`src/hw/wdt_pkg.sv`:
```
/*
 Constants for the window watchdog: register offsets, field positions,
 reset values and timing counts.
 Assumes a 50 MHz system clock and a nominal 32 kHz low-power RC rate.
*/
package wdt_pkg;
	// Register byte offsets
	localparam logic [3:0] CONFIG_OFFSET = 4'h0;
	localparam logic [3:0] RESET_CONTROL_OFFSET = 4'h4;
	localparam logic [3:0] COMMAND_OFFSET = 4'h8;
	localparam logic [3:0] STATUS_OFFSET = 4'hC;

	// Config word fields
	localparam int POSTSCALE_LSB = 0;
	localparam int PRESCALE_SELECT_BIT = 4;
	localparam int ALWAYS_ON_BIT = 5;
	localparam int WINDOW_DISABLE_BIT = 6;
	localparam logic [6:0] CONFIG_RESET = 7'h5F;

	// Reset control fields
	localparam int IDLE_STATUS_BIT = 2;
	localparam int SLEEP_STATUS_BIT = 3;
	localparam int TIMEOUT_FLAG_BIT = 4;
	localparam int SOFT_ENABLE_BIT = 5;

	// Command fields, write-only strobes
	localparam int CMD_KICK_BIT = 0;
	localparam int CMD_SLEEP_BIT = 1;
	localparam int CMD_IDLE_BIT = 2;
	localparam int CMD_RESUME_BIT = 3;

	// Status fields
	localparam int STAT_RUNNING_BIT = 0;
	localparam int STAT_WINDOW_OPEN_BIT = 1;
	localparam int STAT_POST_LSB = 16;

	// Prescaler terminal counts: divide by 32 or by 128
	localparam logic [6:0] PRE_LAST_DIV32 = 7'h1F;
	localparam logic [6:0] PRE_LAST_DIV128 = 7'h7F;

	// Nominal base periods in microseconds at 32 kHz
	localparam int BASE_PERIOD_US_DIV32 = 1000;
	localparam int BASE_PERIOD_US_DIV128 = 4000;

	// Low-power RC tick derived from the system clock
	localparam int CLK_FREQ_HZ = 50000000;
	localparam int LOW_POWER_RC_CLOCK_FREQ_HZ = 32000;
	localparam int LOW_POWER_RC_CLOCK_TICK_CYCLES = CLK_FREQ_HZ / LOW_POWER_RC_CLOCK_FREQ_HZ;

	localparam logic [1:0] RESP_OKAY = 2'h0;
	localparam logic [1:0] RESP_SLVERR = 2'h2;

	typedef enum logic [1:0] {PWR_RUN, PWR_SLEEP, PWR_IDLE} power_state_t;
endpackage

```
`src/hw/window_watchdog_timer.sv`:
```
/*
 Window watchdog timer with prescaler, postscaler, window check and
 sleep/idle wake-up, reached over an AXI4-Lite slave port.
 Assumes all inputs synchronous to clk_in and an active-low async reset.
*/
// Chosen here: the AXI4-Lite register port and the register addresses.
// How it works
// - Counts low-power RC ticks (32 kHz); enabling watchdog enables oscillator.
// - Prescaler divides by 32 or 128 per prescale_select.
// - Base period is 1 ms (divide 32) or 4 ms (divide 128).
// - Postscaler after prescaler, 4-bit field selects 16 ratios up to 1:32768.
// - Any device reset zeroes counter, prescaler and postscaler.
// - Clock switch completion clears counter, prescaler and postscaler.
// - Entering sleep or idle clears all watchdog counts.
// - Leaving sleep or idle back to run clears all watchdog counts.
// - Kick instruction in normal run clears all watchdog counts.
// - Enabled watchdog keeps counting in sleep and idle.
// - Timeout in sleep or idle wakes the core, no reset.
// - Sleep and idle status bits stay set until software clears them.
// - Timeout flag set on timeout, held until software clears it.
// - always_on_config set runs watchdog regardless of soft_enable.
// - always_on_config clear runs watchdog only while soft_enable set.
// - Every device reset clears soft_enable.
// - Window mode kick before final quarter causes a watchdog reset.
// - prescale_select one gives divide 128, zero gives divide 32.
// - window_disable one is non-window, zero is window mode.
// - Code 1111 gives 1:32768, 1110 gives 1:16384, halving downward.
`timescale 1ns/1ps
module window_watchdog_timer
	import wdt_pkg::*;
(
	// Clock and reset
	input wire logic clk_in,
	input wire logic arst_n_in,
	// Core events
	input wire logic clock_switch_done_in,
	// AXI4-Lite write address and data
	input wire logic s_axi_awvalid_in,
	input wire logic [3:0] s_axi_awaddr_in,
	output logic s_axi_awready_out,
	input wire logic s_axi_wvalid_in,
	input wire logic [31:0] s_axi_wdata_in,
	input wire logic [3:0] s_axi_wstrb_in,
	output logic s_axi_wready_out,
	// AXI4-Lite write response
	output logic s_axi_bvalid_out,
	output logic [1:0] s_axi_bresp_out,
	input wire logic s_axi_bready_in,
	// AXI4-Lite read
	input wire logic s_axi_arvalid_in,
	input wire logic [3:0] s_axi_araddr_in,
	output logic s_axi_arready_out,
	output logic s_axi_rvalid_out,
	output logic [31:0] s_axi_rdata_out,
	output logic [1:0] s_axi_rresp_out,
	input wire logic s_axi_rready_in,
	// Device-level effects
	output logic device_reset_out,
	output logic wake_out,
	output logic low_power_rc_clock_on_out,
	output logic sleep_out,
	output logic idle_out
);
	// Configuration and control state
	logic [6:0] watchdog_config_word;
	logic soft_enable;
	logic timeout_flag;
	logic sleep_status;
	logic idle_status;
	power_state_t power_state;

	// Counting chain
	logic [10:0] low_power_rc_clock_count;
	logic [6:0] pre_count;
	logic [14:0] post_count;

	// Bus capture
	logic aw_full;
	logic w_full;
	logic [3:0] wr_addr;
	logic [31:0] wr_data;
	logic [3:0] wr_strb;

	wire [3:0] postscale_select = watchdog_config_word[POSTSCALE_LSB +: 4];
	wire prescale_select = watchdog_config_word[PRESCALE_SELECT_BIT];
	wire always_on_config = watchdog_config_word[ALWAYS_ON_BIT];
	wire window_disable = watchdog_config_word[WINDOW_DISABLE_BIT];

	wire wdt_enabled = always_on_config | soft_enable;

	// Oscillator tick, only while the watchdog runs
	wire low_power_rc_clock_tick = wdt_enabled && (low_power_rc_clock_count == 11'(LOW_POWER_RC_CLOCK_TICK_CYCLES - 1));

	wire [6:0] pre_last = prescale_select ? PRE_LAST_DIV128 : PRE_LAST_DIV32;
	wire pre_wrap = low_power_rc_clock_tick && (pre_count == pre_last);
	wire [15:0] post_span = 16'h1 << postscale_select;
	wire [14:0] post_last = 15'(post_span - 16'h1);
	wire timeout = pre_wrap && (post_count == post_last);

	// Elapsed time against the final-quarter threshold
	wire [22:0] elapsed = prescale_select ? {1'b0, post_count, pre_count} :
		{3'b000, post_count, pre_count[4:0]};
	wire [4:0] total_log = 5'(postscale_select) + (prescale_select ? 5'h07 : 5'h05);
	wire [22:0] total_ticks = 23'h1 << total_log;
	wire [22:0] window_start = total_ticks - (total_ticks >> 2);
	wire window_open = elapsed >= window_start;

	// Write path decode
	wire aw_take = s_axi_awvalid_in && s_axi_awready_out;
	wire w_take = s_axi_wvalid_in && s_axi_wready_out;
	wire wr_fire = aw_full && w_full && !s_axi_bvalid_out;
	wire wr_config = wr_fire && (wr_addr == CONFIG_OFFSET);
	wire wr_reset_control_reg = wr_fire && (wr_addr == RESET_CONTROL_OFFSET);
	wire wr_cmd = wr_fire && (wr_addr == COMMAND_OFFSET);
	wire wr_mapped = (wr_addr == CONFIG_OFFSET) || (wr_addr == RESET_CONTROL_OFFSET) ||
		(wr_addr == COMMAND_OFFSET) || (wr_addr == STATUS_OFFSET);

	// Commands from software, low byte only
	wire cmd_valid = wr_cmd && wr_strb[0];
	wire running = (power_state == PWR_RUN);
	wire kick = cmd_valid && wr_data[CMD_KICK_BIT] && running;
	wire enter_sleep = cmd_valid && wr_data[CMD_SLEEP_BIT] && running;
	wire enter_idle = cmd_valid && wr_data[CMD_IDLE_BIT] && running && !enter_sleep;
	wire resume = cmd_valid && wr_data[CMD_RESUME_BIT] && !running;

	// Watchdog outcomes
	wire early_kick = kick && wdt_enabled && !window_disable && !window_open;
	wire run_timeout = timeout && running;
	wire sleep_timeout = timeout && !running;
	wire wdt_reset = run_timeout || early_kick;
	wire wake = sleep_timeout || resume;

	// Any clearing event zeroes the whole chain
	wire chain_clear = wdt_reset || clock_switch_done_in || kick ||
		enter_sleep || enter_idle || wake || !wdt_enabled;

	// Software flag clears: writing zero clears, writing one does nothing
	wire reset_control_reg_lane = wr_reset_control_reg && wr_strb[0];
	wire clr_timeout = reset_control_reg_lane && !wr_data[TIMEOUT_FLAG_BIT];
	wire clr_sleep = reset_control_reg_lane && !wr_data[SLEEP_STATUS_BIT];
	wire clr_idle = reset_control_reg_lane && !wr_data[IDLE_STATUS_BIT];

	wire next_aw_full = wr_fire ? 1'b0 : (aw_full || aw_take);
	wire next_w_full = wr_fire ? 1'b0 : (w_full || w_take);
	wire next_bvalid = wr_fire || (s_axi_bvalid_out && !s_axi_bready_in);

	// Read decode
	wire ar_take = s_axi_arvalid_in && s_axi_arready_out;
	wire [31:0] status_word = {1'b0, post_count, 14'h0000, window_open, wdt_enabled};
	wire [31:0] reset_control_reg_word = {26'h0000000, soft_enable, timeout_flag, sleep_status,
		idle_status, 2'b00};
	wire rd_mapped = (s_axi_araddr_in == CONFIG_OFFSET) ||
		(s_axi_araddr_in == RESET_CONTROL_OFFSET) || (s_axi_araddr_in == COMMAND_OFFSET) ||
		(s_axi_araddr_in == STATUS_OFFSET);
	wire [31:0] rd_word = (s_axi_araddr_in == CONFIG_OFFSET) ? {25'h0000000, watchdog_config_word} :
		(s_axi_araddr_in == RESET_CONTROL_OFFSET) ? reset_control_reg_word :
		(s_axi_araddr_in == STATUS_OFFSET) ? status_word : 32'h00000000;

	// Write channels: address and data may arrive in either order
	always_ff @(posedge clk_in or negedge arst_n_in)
	begin
		if (!arst_n_in)
		begin
			aw_full <= 1'b0;
			w_full <= 1'b0;
			wr_addr <= 4'h0;
			wr_data <= 32'h00000000;
			wr_strb <= 4'h0;
			s_axi_awready_out <= 1'b1;
			s_axi_wready_out <= 1'b1;
			s_axi_bvalid_out <= 1'b0;
			s_axi_bresp_out <= RESP_OKAY;
		end
		else
		begin
			aw_full <= next_aw_full;
			w_full <= next_w_full;
			if (aw_take)
				wr_addr <= s_axi_awaddr_in;
			if (w_take)
			begin
				wr_data <= s_axi_wdata_in;
				wr_strb <= s_axi_wstrb_in;
			end
			s_axi_awready_out <= !next_aw_full && !next_bvalid;
			s_axi_wready_out <= !next_w_full && !next_bvalid;
			s_axi_bvalid_out <= next_bvalid;
			if (wr_fire)
				s_axi_bresp_out <= wr_mapped ? RESP_OKAY : RESP_SLVERR;
		end
	end

	// Read channel, one outstanding read
	always_ff @(posedge clk_in or negedge arst_n_in)
	begin
		if (!arst_n_in)
		begin
			s_axi_arready_out <= 1'b1;
			s_axi_rvalid_out <= 1'b0;
			s_axi_rdata_out <= 32'h00000000;
			s_axi_rresp_out <= RESP_OKAY;
		end
		else if (ar_take)
		begin
			s_axi_arready_out <= 1'b0;
			s_axi_rvalid_out <= 1'b1;
			s_axi_rdata_out <= rd_word;
			s_axi_rresp_out <= rd_mapped ? RESP_OKAY : RESP_SLVERR;
		end
		else if (s_axi_rvalid_out && s_axi_rready_in)
		begin
			s_axi_arready_out <= 1'b1;
			s_axi_rvalid_out <= 1'b0;
		end
	end

	// Config word, writable only through the low byte
	always_ff @(posedge clk_in or negedge arst_n_in)
	begin
		if (!arst_n_in)
			watchdog_config_word <= CONFIG_RESET;
		else if (wr_config && wr_strb[0])
			watchdog_config_word <= wr_data[6:0];
	end

	// Soft enable; a watchdog reset is a device reset and drops it too
	always_ff @(posedge clk_in or negedge arst_n_in)
	begin
		if (!arst_n_in)
			soft_enable <= 1'b0;
		else if (wdt_reset)
			soft_enable <= 1'b0;
		else if (reset_control_reg_lane)
			soft_enable <= wr_data[SOFT_ENABLE_BIT];
	end

	// Sticky flags: a set in the same cycle as a clear wins
	always_ff @(posedge clk_in or negedge arst_n_in)
	begin
		if (!arst_n_in)
		begin
			timeout_flag <= 1'b0;
			sleep_status <= 1'b0;
			idle_status <= 1'b0;
		end
		else
		begin
			if (timeout || early_kick)
				timeout_flag <= 1'b1;
			else if (clr_timeout)
				timeout_flag <= 1'b0;
			if (enter_sleep)
				sleep_status <= 1'b1;
			else if (clr_sleep)
				sleep_status <= 1'b0;
			if (enter_idle)
				idle_status <= 1'b1;
			else if (clr_idle)
				idle_status <= 1'b0;
		end
	end

	// Power state: a timeout in sleep or idle returns to run, no reset
	always_ff @(posedge clk_in or negedge arst_n_in)
	begin
		if (!arst_n_in)
			power_state <= PWR_RUN;
		else
		begin
			unique case (power_state)
				PWR_RUN:
					if (enter_sleep)
						power_state <= PWR_SLEEP;
					else if (enter_idle)
						power_state <= PWR_IDLE;
				PWR_SLEEP, PWR_IDLE:
					if (wake)
						power_state <= PWR_RUN;
				default:
					power_state <= PWR_RUN;
			endcase
		end
	end

	// Counting chain; held at zero while disabled
	always_ff @(posedge clk_in or negedge arst_n_in)
	begin
		if (!arst_n_in)
		begin
			low_power_rc_clock_count <= 11'h000;
			pre_count <= 7'h00;
			post_count <= 15'h0000;
		end
		else if (chain_clear)
		begin
			low_power_rc_clock_count <= 11'h000;
			pre_count <= 7'h00;
			post_count <= 15'h0000;
		end
		else
		begin
			low_power_rc_clock_count <= low_power_rc_clock_tick ? 11'h000 : low_power_rc_clock_count + 11'h001;
			if (pre_wrap)
			begin
				pre_count <= 7'h00;
				post_count <= post_count + 15'h0001;
			end
			else if (low_power_rc_clock_tick)
				pre_count <= pre_count + 7'h01;
		end
	end

	// Device-level outputs
	always_ff @(posedge clk_in or negedge arst_n_in)
	begin
		if (!arst_n_in)
		begin
			device_reset_out <= 1'b0;
			wake_out <= 1'b0;
			low_power_rc_clock_on_out <= 1'b0;
			sleep_out <= 1'b0;
			idle_out <= 1'b0;
		end
		else
		begin
			device_reset_out <= wdt_reset;
			wake_out <= sleep_timeout;
			low_power_rc_clock_on_out <= wdt_enabled;
			sleep_out <= (power_state == PWR_SLEEP);
			idle_out <= (power_state == PWR_IDLE);
		end
	end
endmodule

```
`config.mk`:
```
export PLATFORM = sky130hd
export DESIGN_NAME = window_watchdog_timer
export DESIGN_NICKNAME = d
export VERILOG_FILES = /design/src/hw/wdt_pkg.sv /design/src/hw/window_watchdog_timer.sv
export SDC_FILE = /design/constraint.sdc
export NUM_CORES = 1
export LEC_CHECK = 0
export ABC_AREA = 1
export BUFFER_PORTS_ARGS = -buffer_cell sky130_fd_sc_hd__buf_2
export CORE_ASPECT_RATIO = 1.1
export CORE_MARGIN = 1.5
export CORE_UTILIZATION = 55
export DETAILED_ROUTE_END_ITERATION = 6
export PLACE_DENSITY = 0.77
export SYNTH_ARGS = -nofsm -noshare
export SYNTH_HDL_FRONTEND = slang
export SYNTH_SLANG_ARGS = --single-unit
```
`constraint.sdc`:
```
create_clock -name clk_in -period 4.9 [get_ports clk_in]
set_input_delay 0.49 -clock clk_in [delete_from_list [all_inputs] [get_ports clk_in]]
set_output_delay 0.49 -clock clk_in [all_outputs]
set_load 0.02 [all_outputs]
```
==> impl_results.html <==
<table>
<tr><th>Metric</th><th>Value</th></tr>
<tr><th colspan="2">Outcome</th></tr>
<tr><td>Outcome</td><td>finished clean</td></tr>
<tr><th colspan="2">Worst hold path</th></tr>
<tr><td>Hold Crit Class</td><td>in -&gt; async</td></tr>
<tr><th colspan="2">Pwr</th></tr>
<tr><td>Power per standard cell area</td><td>728.5 nW/um^2</td></tr>
<tr><td>Peak supply drop</td><td>0.5070 mV</td></tr>
<tr><td>Static leakage</td><td>3.914 nW</td></tr>
<tr><th colspan="2">Yosys</th></tr>
<tr><td>Combinational family with the most area after synthesis</td><td>simple AND/OR/NAND/NOR gates</td></tr>
<tr><td>Adder and majority cell fraction of the synthesized area</td><td>8.039%</td></tr>
<tr><td>Post-synth EDFFs</td><td>0</td></tr>
<tr><td>Syn Area/Cell</td><td>7.400 um^2</td></tr>
<tr><td>Post-Synthesis Cell Area</td><td>6942 um^2</td></tr>
<tr><td>Share of synthesized area spent on multiplexers</td><td>0.1442%</td></tr>
<tr><td>Xor/xnor cell area share of the yosys netlist</td><td>6.182%</td></tr>
<tr><td>Cell count after synthesis</td><td>938</td></tr>
<tr><td>Cell variety after synth</td><td>48</td></tr>
<tr><td>Simple-gate share of the synthesized area</td><td>30.79%</td></tr>
<tr><td>Yosys synthesis warning count</td><td>0</td></tr>
<tr><td>Post-synthesis compound-gate area fraction</td><td>10.89%</td></tr>
<tr><td>FFs w/ async S/R, synth</td><td>100.0%</td></tr>
<tr><td>Leading register cell type out of synthesis</td><td>dfrtp_1</td></tr>
<tr><td>Number of register bits inferred by synthesis</td><td>94</td></tr>
<tr><td>Part of the Yosys area used for sequential elements</td><td>34.05%</td></tr>
<tr><th colspan="2">Setup path</th></tr>
<tr><td>Cell repeated most along the worst path</td><td>nand2_1</td></tr>
<tr><td>Arrival @ worst endpoint</td><td>4.91 ns</td></tr>
<tr><td>Buffering stage count on the worst path with inverters included</td><td>3</td></tr>
<tr><td>Cell family contributing the most delay on the critical path</td><td>simple AND/OR/NAND/NOR gates</td></tr>
<tr><td>Max stage delay cell, worst path</td><td>dfstp_2</td></tr>
<tr><td>Category of the worst setup path launch point</td><td>flop</td></tr>
<tr><td>CP max FO</td><td>13</td></tr>
<tr><td>Max incr delay on CP</td><td>0.54 ns</td></tr>
<tr><td>Path type of the worst setup path</td><td>reg -&gt; reg</td></tr>
<tr><td>Endpoint required time on the critical path</td><td>5.13 ns</td></tr>
<tr><td>Crit path capture type</td><td>flop</td></tr>
<tr><th colspan="2">Drt</th></tr>
<tr><td>First-pass iteration count of the detailed router</td><td>6</td></tr>
<tr><td>Total Routed Length</td><td>17610 um</td></tr>
<tr><td>Residual DRC count</td><td>0</td></tr>
<tr><td>DR vias/cell</td><td>5.486</td></tr>
<tr><td>Iteration-0 DRC Markers</td><td>411</td></tr>
<tr><td>Antenna-violating nets left</td><td>0</td></tr>
<tr><td>Wirelength per Cell</td><td>15.00 um</td></tr>
<tr><td>Overall via count from detail_route</td><td>6440</td></tr>
<tr><th colspan="2">Timing</th></tr>
<tr><td>Maximum clock rate</td><td>0.2134 GHz</td></tr>
<tr><td>Final setup vio count</td><td>0</td></tr>
<tr><td>Final critical-path share of the clock period</td><td>95.62%</td></tr>
<tr><td>Final Slew Violations</td><td>0</td></tr>
<tr><td>Minimum clock period</td><td>4.685 ns</td></tr>
<tr><td>Final Hold Vio Count</td><td>0</td></tr>
<tr><td>Clock tree skew after final layout</td><td>0.01077 ns</td></tr>
<tr><td>Max transition margin</td><td>31.92%</td></tr>
<tr><td>Hold slack</td><td>0.1475 ns</td></tr>
<tr><td>Final worst slack</td><td>0.2149 ns</td></tr>
<tr><td>Transition at the pin with the smallest max-transition slack</td><td>1.019 ns</td></tr>
<tr><th colspan="2">Floorplanning</th></tr>
<tr><td>Vert. Die Dim</td><td>120.8 um</td></tr>
<tr><td>Die area</td><td>13300 um^2</td></tr>
<tr><td>IO Pins</td><td>98</td></tr>
<tr><td>Starting density of the core</td><td>56.94%</td></tr>
<tr><td>Standard-cell rows</td><td>42</td></tr>
<tr><td>Die width</td><td>110.1 um</td></tr>
<tr><td>Area inside the core boundary</td><td>12190 um^2</td></tr>
<tr><th colspan="2">Final layout</th></tr>
<tr><td>Final standard cell utilization of the core</td><td>64.22%</td></tr>
<tr><td>Final standard cell area without fillers</td><td>7830 um^2</td></tr>
<tr><td>Final nets</td><td>1111</td></tr>
<tr><td>Most common cell after layout, fill and taps aside</td><td>nand2_1</td></tr>
<tr><td>Highest-count cells in the layout ignoring fill and taps</td><td>196 x nand2_1, 114 x inv_1, 99 x nor2_1</td></tr>
<tr><td>Sequential cell area</td><td>2364 um^2</td></tr>
<tr><td>Area delta synth-&gt;final</td><td>12.80%</td></tr>
<tr><td>Ratio of cells with drive above 1 in the final layout</td><td>15.49%</td></tr>
<tr><td>Final antenna diode count</td><td>0</td></tr>
<tr><td>Total area of multi-input combinational cells</td><td>4010 um^2</td></tr>
<tr><td>Fin cells</td><td>1174</td></tr>
<tr><td>Fill count</td><td>1122</td></tr>
<tr><th colspan="2">GRT</th></tr>
<tr><td>Antenna violations before repair</td><td>0</td></tr>
<tr><td>First-pass GRT wire length</td><td>28500 um</td></tr>
<tr><td>Total gr overflow</td><td>0</td></tr>
<tr><td>Number of global-route vias before repair</td><td>6040</td></tr>
<tr><td>Overall routing resource usage</td><td>27.52%</td></tr>
<tr><td>Maximum number of pins on one net before global-route repair</td><td>50</td></tr>
<tr><th colspan="2">Clocking</th></tr>
<tr><td>Clock slew seen by the registers of the worst setup and hold paths</td><td>0.07 ns</td></tr>
<tr><td>Clock Tree Buf Depth</td><td>2</td></tr>
<tr><td>Clock latency reported for the late side of the worst-skew pair</td><td>0.36 ns</td></tr>
<tr><td>Count of hold-fix buffers inserted at cts</td><td>0</td></tr>
<tr><td>Num CTS Buffers</td><td>9</td></tr>
<tr><td>TritonCTS clock tree</td><td>done</td></tr>
<tr><td>Number of sinks handled by clock tree synthesis</td><td>94</td></tr>
<tr><td>H-Tree Depth</td><td>3</td></tr>
<tr><td>CTS Root Cell</td><td>clkbuf_16</td></tr>
<tr><th colspan="2">Flow run</th></tr>
<tr><td>Maximum capacitance violations</td><td>0</td></tr>
<tr><th colspan="2">Placement</th></tr>
<tr><td>Placed cell count</td><td>1153</td></tr>
<tr><td>Quantity of I/O buffers inserted on ports</td><td>57</td></tr>
<tr><td>HPWL after detailed placement</td><td>13290 um</td></tr>
<tr><td>Worst setup slack before clock tree synthesis</td><td>0.2657 ns</td></tr>
<tr><td>Routability-driven placement congestion ratio</td><td>0.9696</td></tr>
<tr><td>Post-place instance area</td><td>7416 um^2</td></tr>
</table>
[logic make-up (layout without fill, tap and decap cells)]
group                      count (synthesis)  count (layout)
and+or+nand+nor                          462             463
buffers and inverters                    158             219
AOI/OAI and AO/OA                        128             128
DFF                                       94              94
xor gates and xnor gates                  49              49
adders and majority gates                 44              44
other                                      2              22
muxes                                      1               1
[repair_timing]
item,CTS,global route
resized for setup,0,7
setup buffers,0,3
endpoints found under the setup margin,0,33
[metal layers]
| metal | wire length (um) | vias to the layer above | global-route usage, % |
|---|---|---|---|
| met5 | 0 | - | 0 |
| met4 | 444 | 0 | 9.696 |
| met3 | 793 | 37 | 3.720 |
| met2 | 8530 | 187 | 46.20 |
| met1 | 7845 | 3017 | 36.13 |
| li1 | - | 3199 | - |
[synthesized netlist by cell type (2+ instances only)]
master | number | area, um^2
inv_2 | 10 | 37.54
nand2_1 | 196 | 735.7
and3_1 | 4 | 25.02
inv_1 | 114 | 427.9
nand2_4 | 4 | 45.04
xnor2_1 | 14 | 122.6
nand3b_1 | 5 | 37.54
nand4_1 | 29 | 181.4
ha_1 | 43 | 538.0
buf_4 | 14 | 105.1
conb_1 | 2 | 7.510
nor3b_1 | 2 | 15.01
nor2_4 | 2 | 22.52
o21ai_0 | 60 | 300.3
a211oi_1 | 5 | 37.54
a31oi_1 | 7 | 43.79
nor4_1 | 2 | 12.51
a21oi_1 | 23 | 115.1
and2_1 | 4 | 25.02
buf_6 | 4 | 45.04
a21oi_4 | 2 | 32.53
nand3_1 | 50 | 250.2
a21o_1 | 5 | 37.54
nor2_1 | 101 | 379.1
dfrtp_1 | 85 | 2127
nor2_2 | 6 | 37.54
dfstp_2 | 9 | 236.5
buf_1 | 3 | 11.26
xor2_1 | 35 | 306.5
nor3_2 | 9 | 90.09
o21ai_1 | 5 | 25.02
nand3_2 | 5 | 50.05
buf_2 | 2 | 10.01
clkbuf_1 | 10 | 37.54
nor3_1 | 32 | 160.2
nand2_2 | 9 | 56.30
o31ai_1 | 15 | 112.6
[sequential cells by signal, indices dropped and copies added (netlist names), 2 cells and up]
register and flops:
pre_count 7, wr_data 7, wr_addr 4, s_axi_rdata_out 22, post_count 15, watchdog_config_word 7, low_power_rc_clock_count 11, power_state 2
[through the flow]
step	setup TNS [ns]	total power, mW
global placement	0	4.668
floorplan	0	3.809
detailed placement	0	4.724
global route	-0.4023	6.244
finish	0	5.704
CTS	0	5.557
[final cells by class]
class | instances | area share, %
clock buffers | 10 | 2.924
clock inverters | 6 | 1.486
inverters | 125 | 6.024
multi-input cells | 707 | 51.21
flip-flops and latches | 94 | 30.19
well taps | 154 | 2.461
repair buffers | 78 | 5.705
[report_power, final]
group / switching (mW) / leakage (nW) / total [mW] / internal, mW
registers: 0.117 / 1.23 / 1.08 / 0.965
logic: 2.44 / 2.52 / 3.81 / 1.37
clock network: 0.312 / 0.168 / 0.816 / 0.504
[final timing paths]
kind	start	to	slack, ns	cells after the start
max in group asynchronous	arst_n_in	post_count[13]	3.73	2
worst max register to register	watchdog_config_word[1]	post_count[8]	0.21	27
worst max-delay path	watchdog_config_word[1]	post_count[8]	0.21	27
min in group clk_in	s_axi_awaddr_in[1]	wr_addr[1]	0.32	3
worst min register to register	s_axi_rdata_out[22]	s_axi_rdata_out[22]	0.48	2
worst min-delay path	arst_n_in	wr_addr[1]	0.15	1
Power figures use the tool's default switching activity.
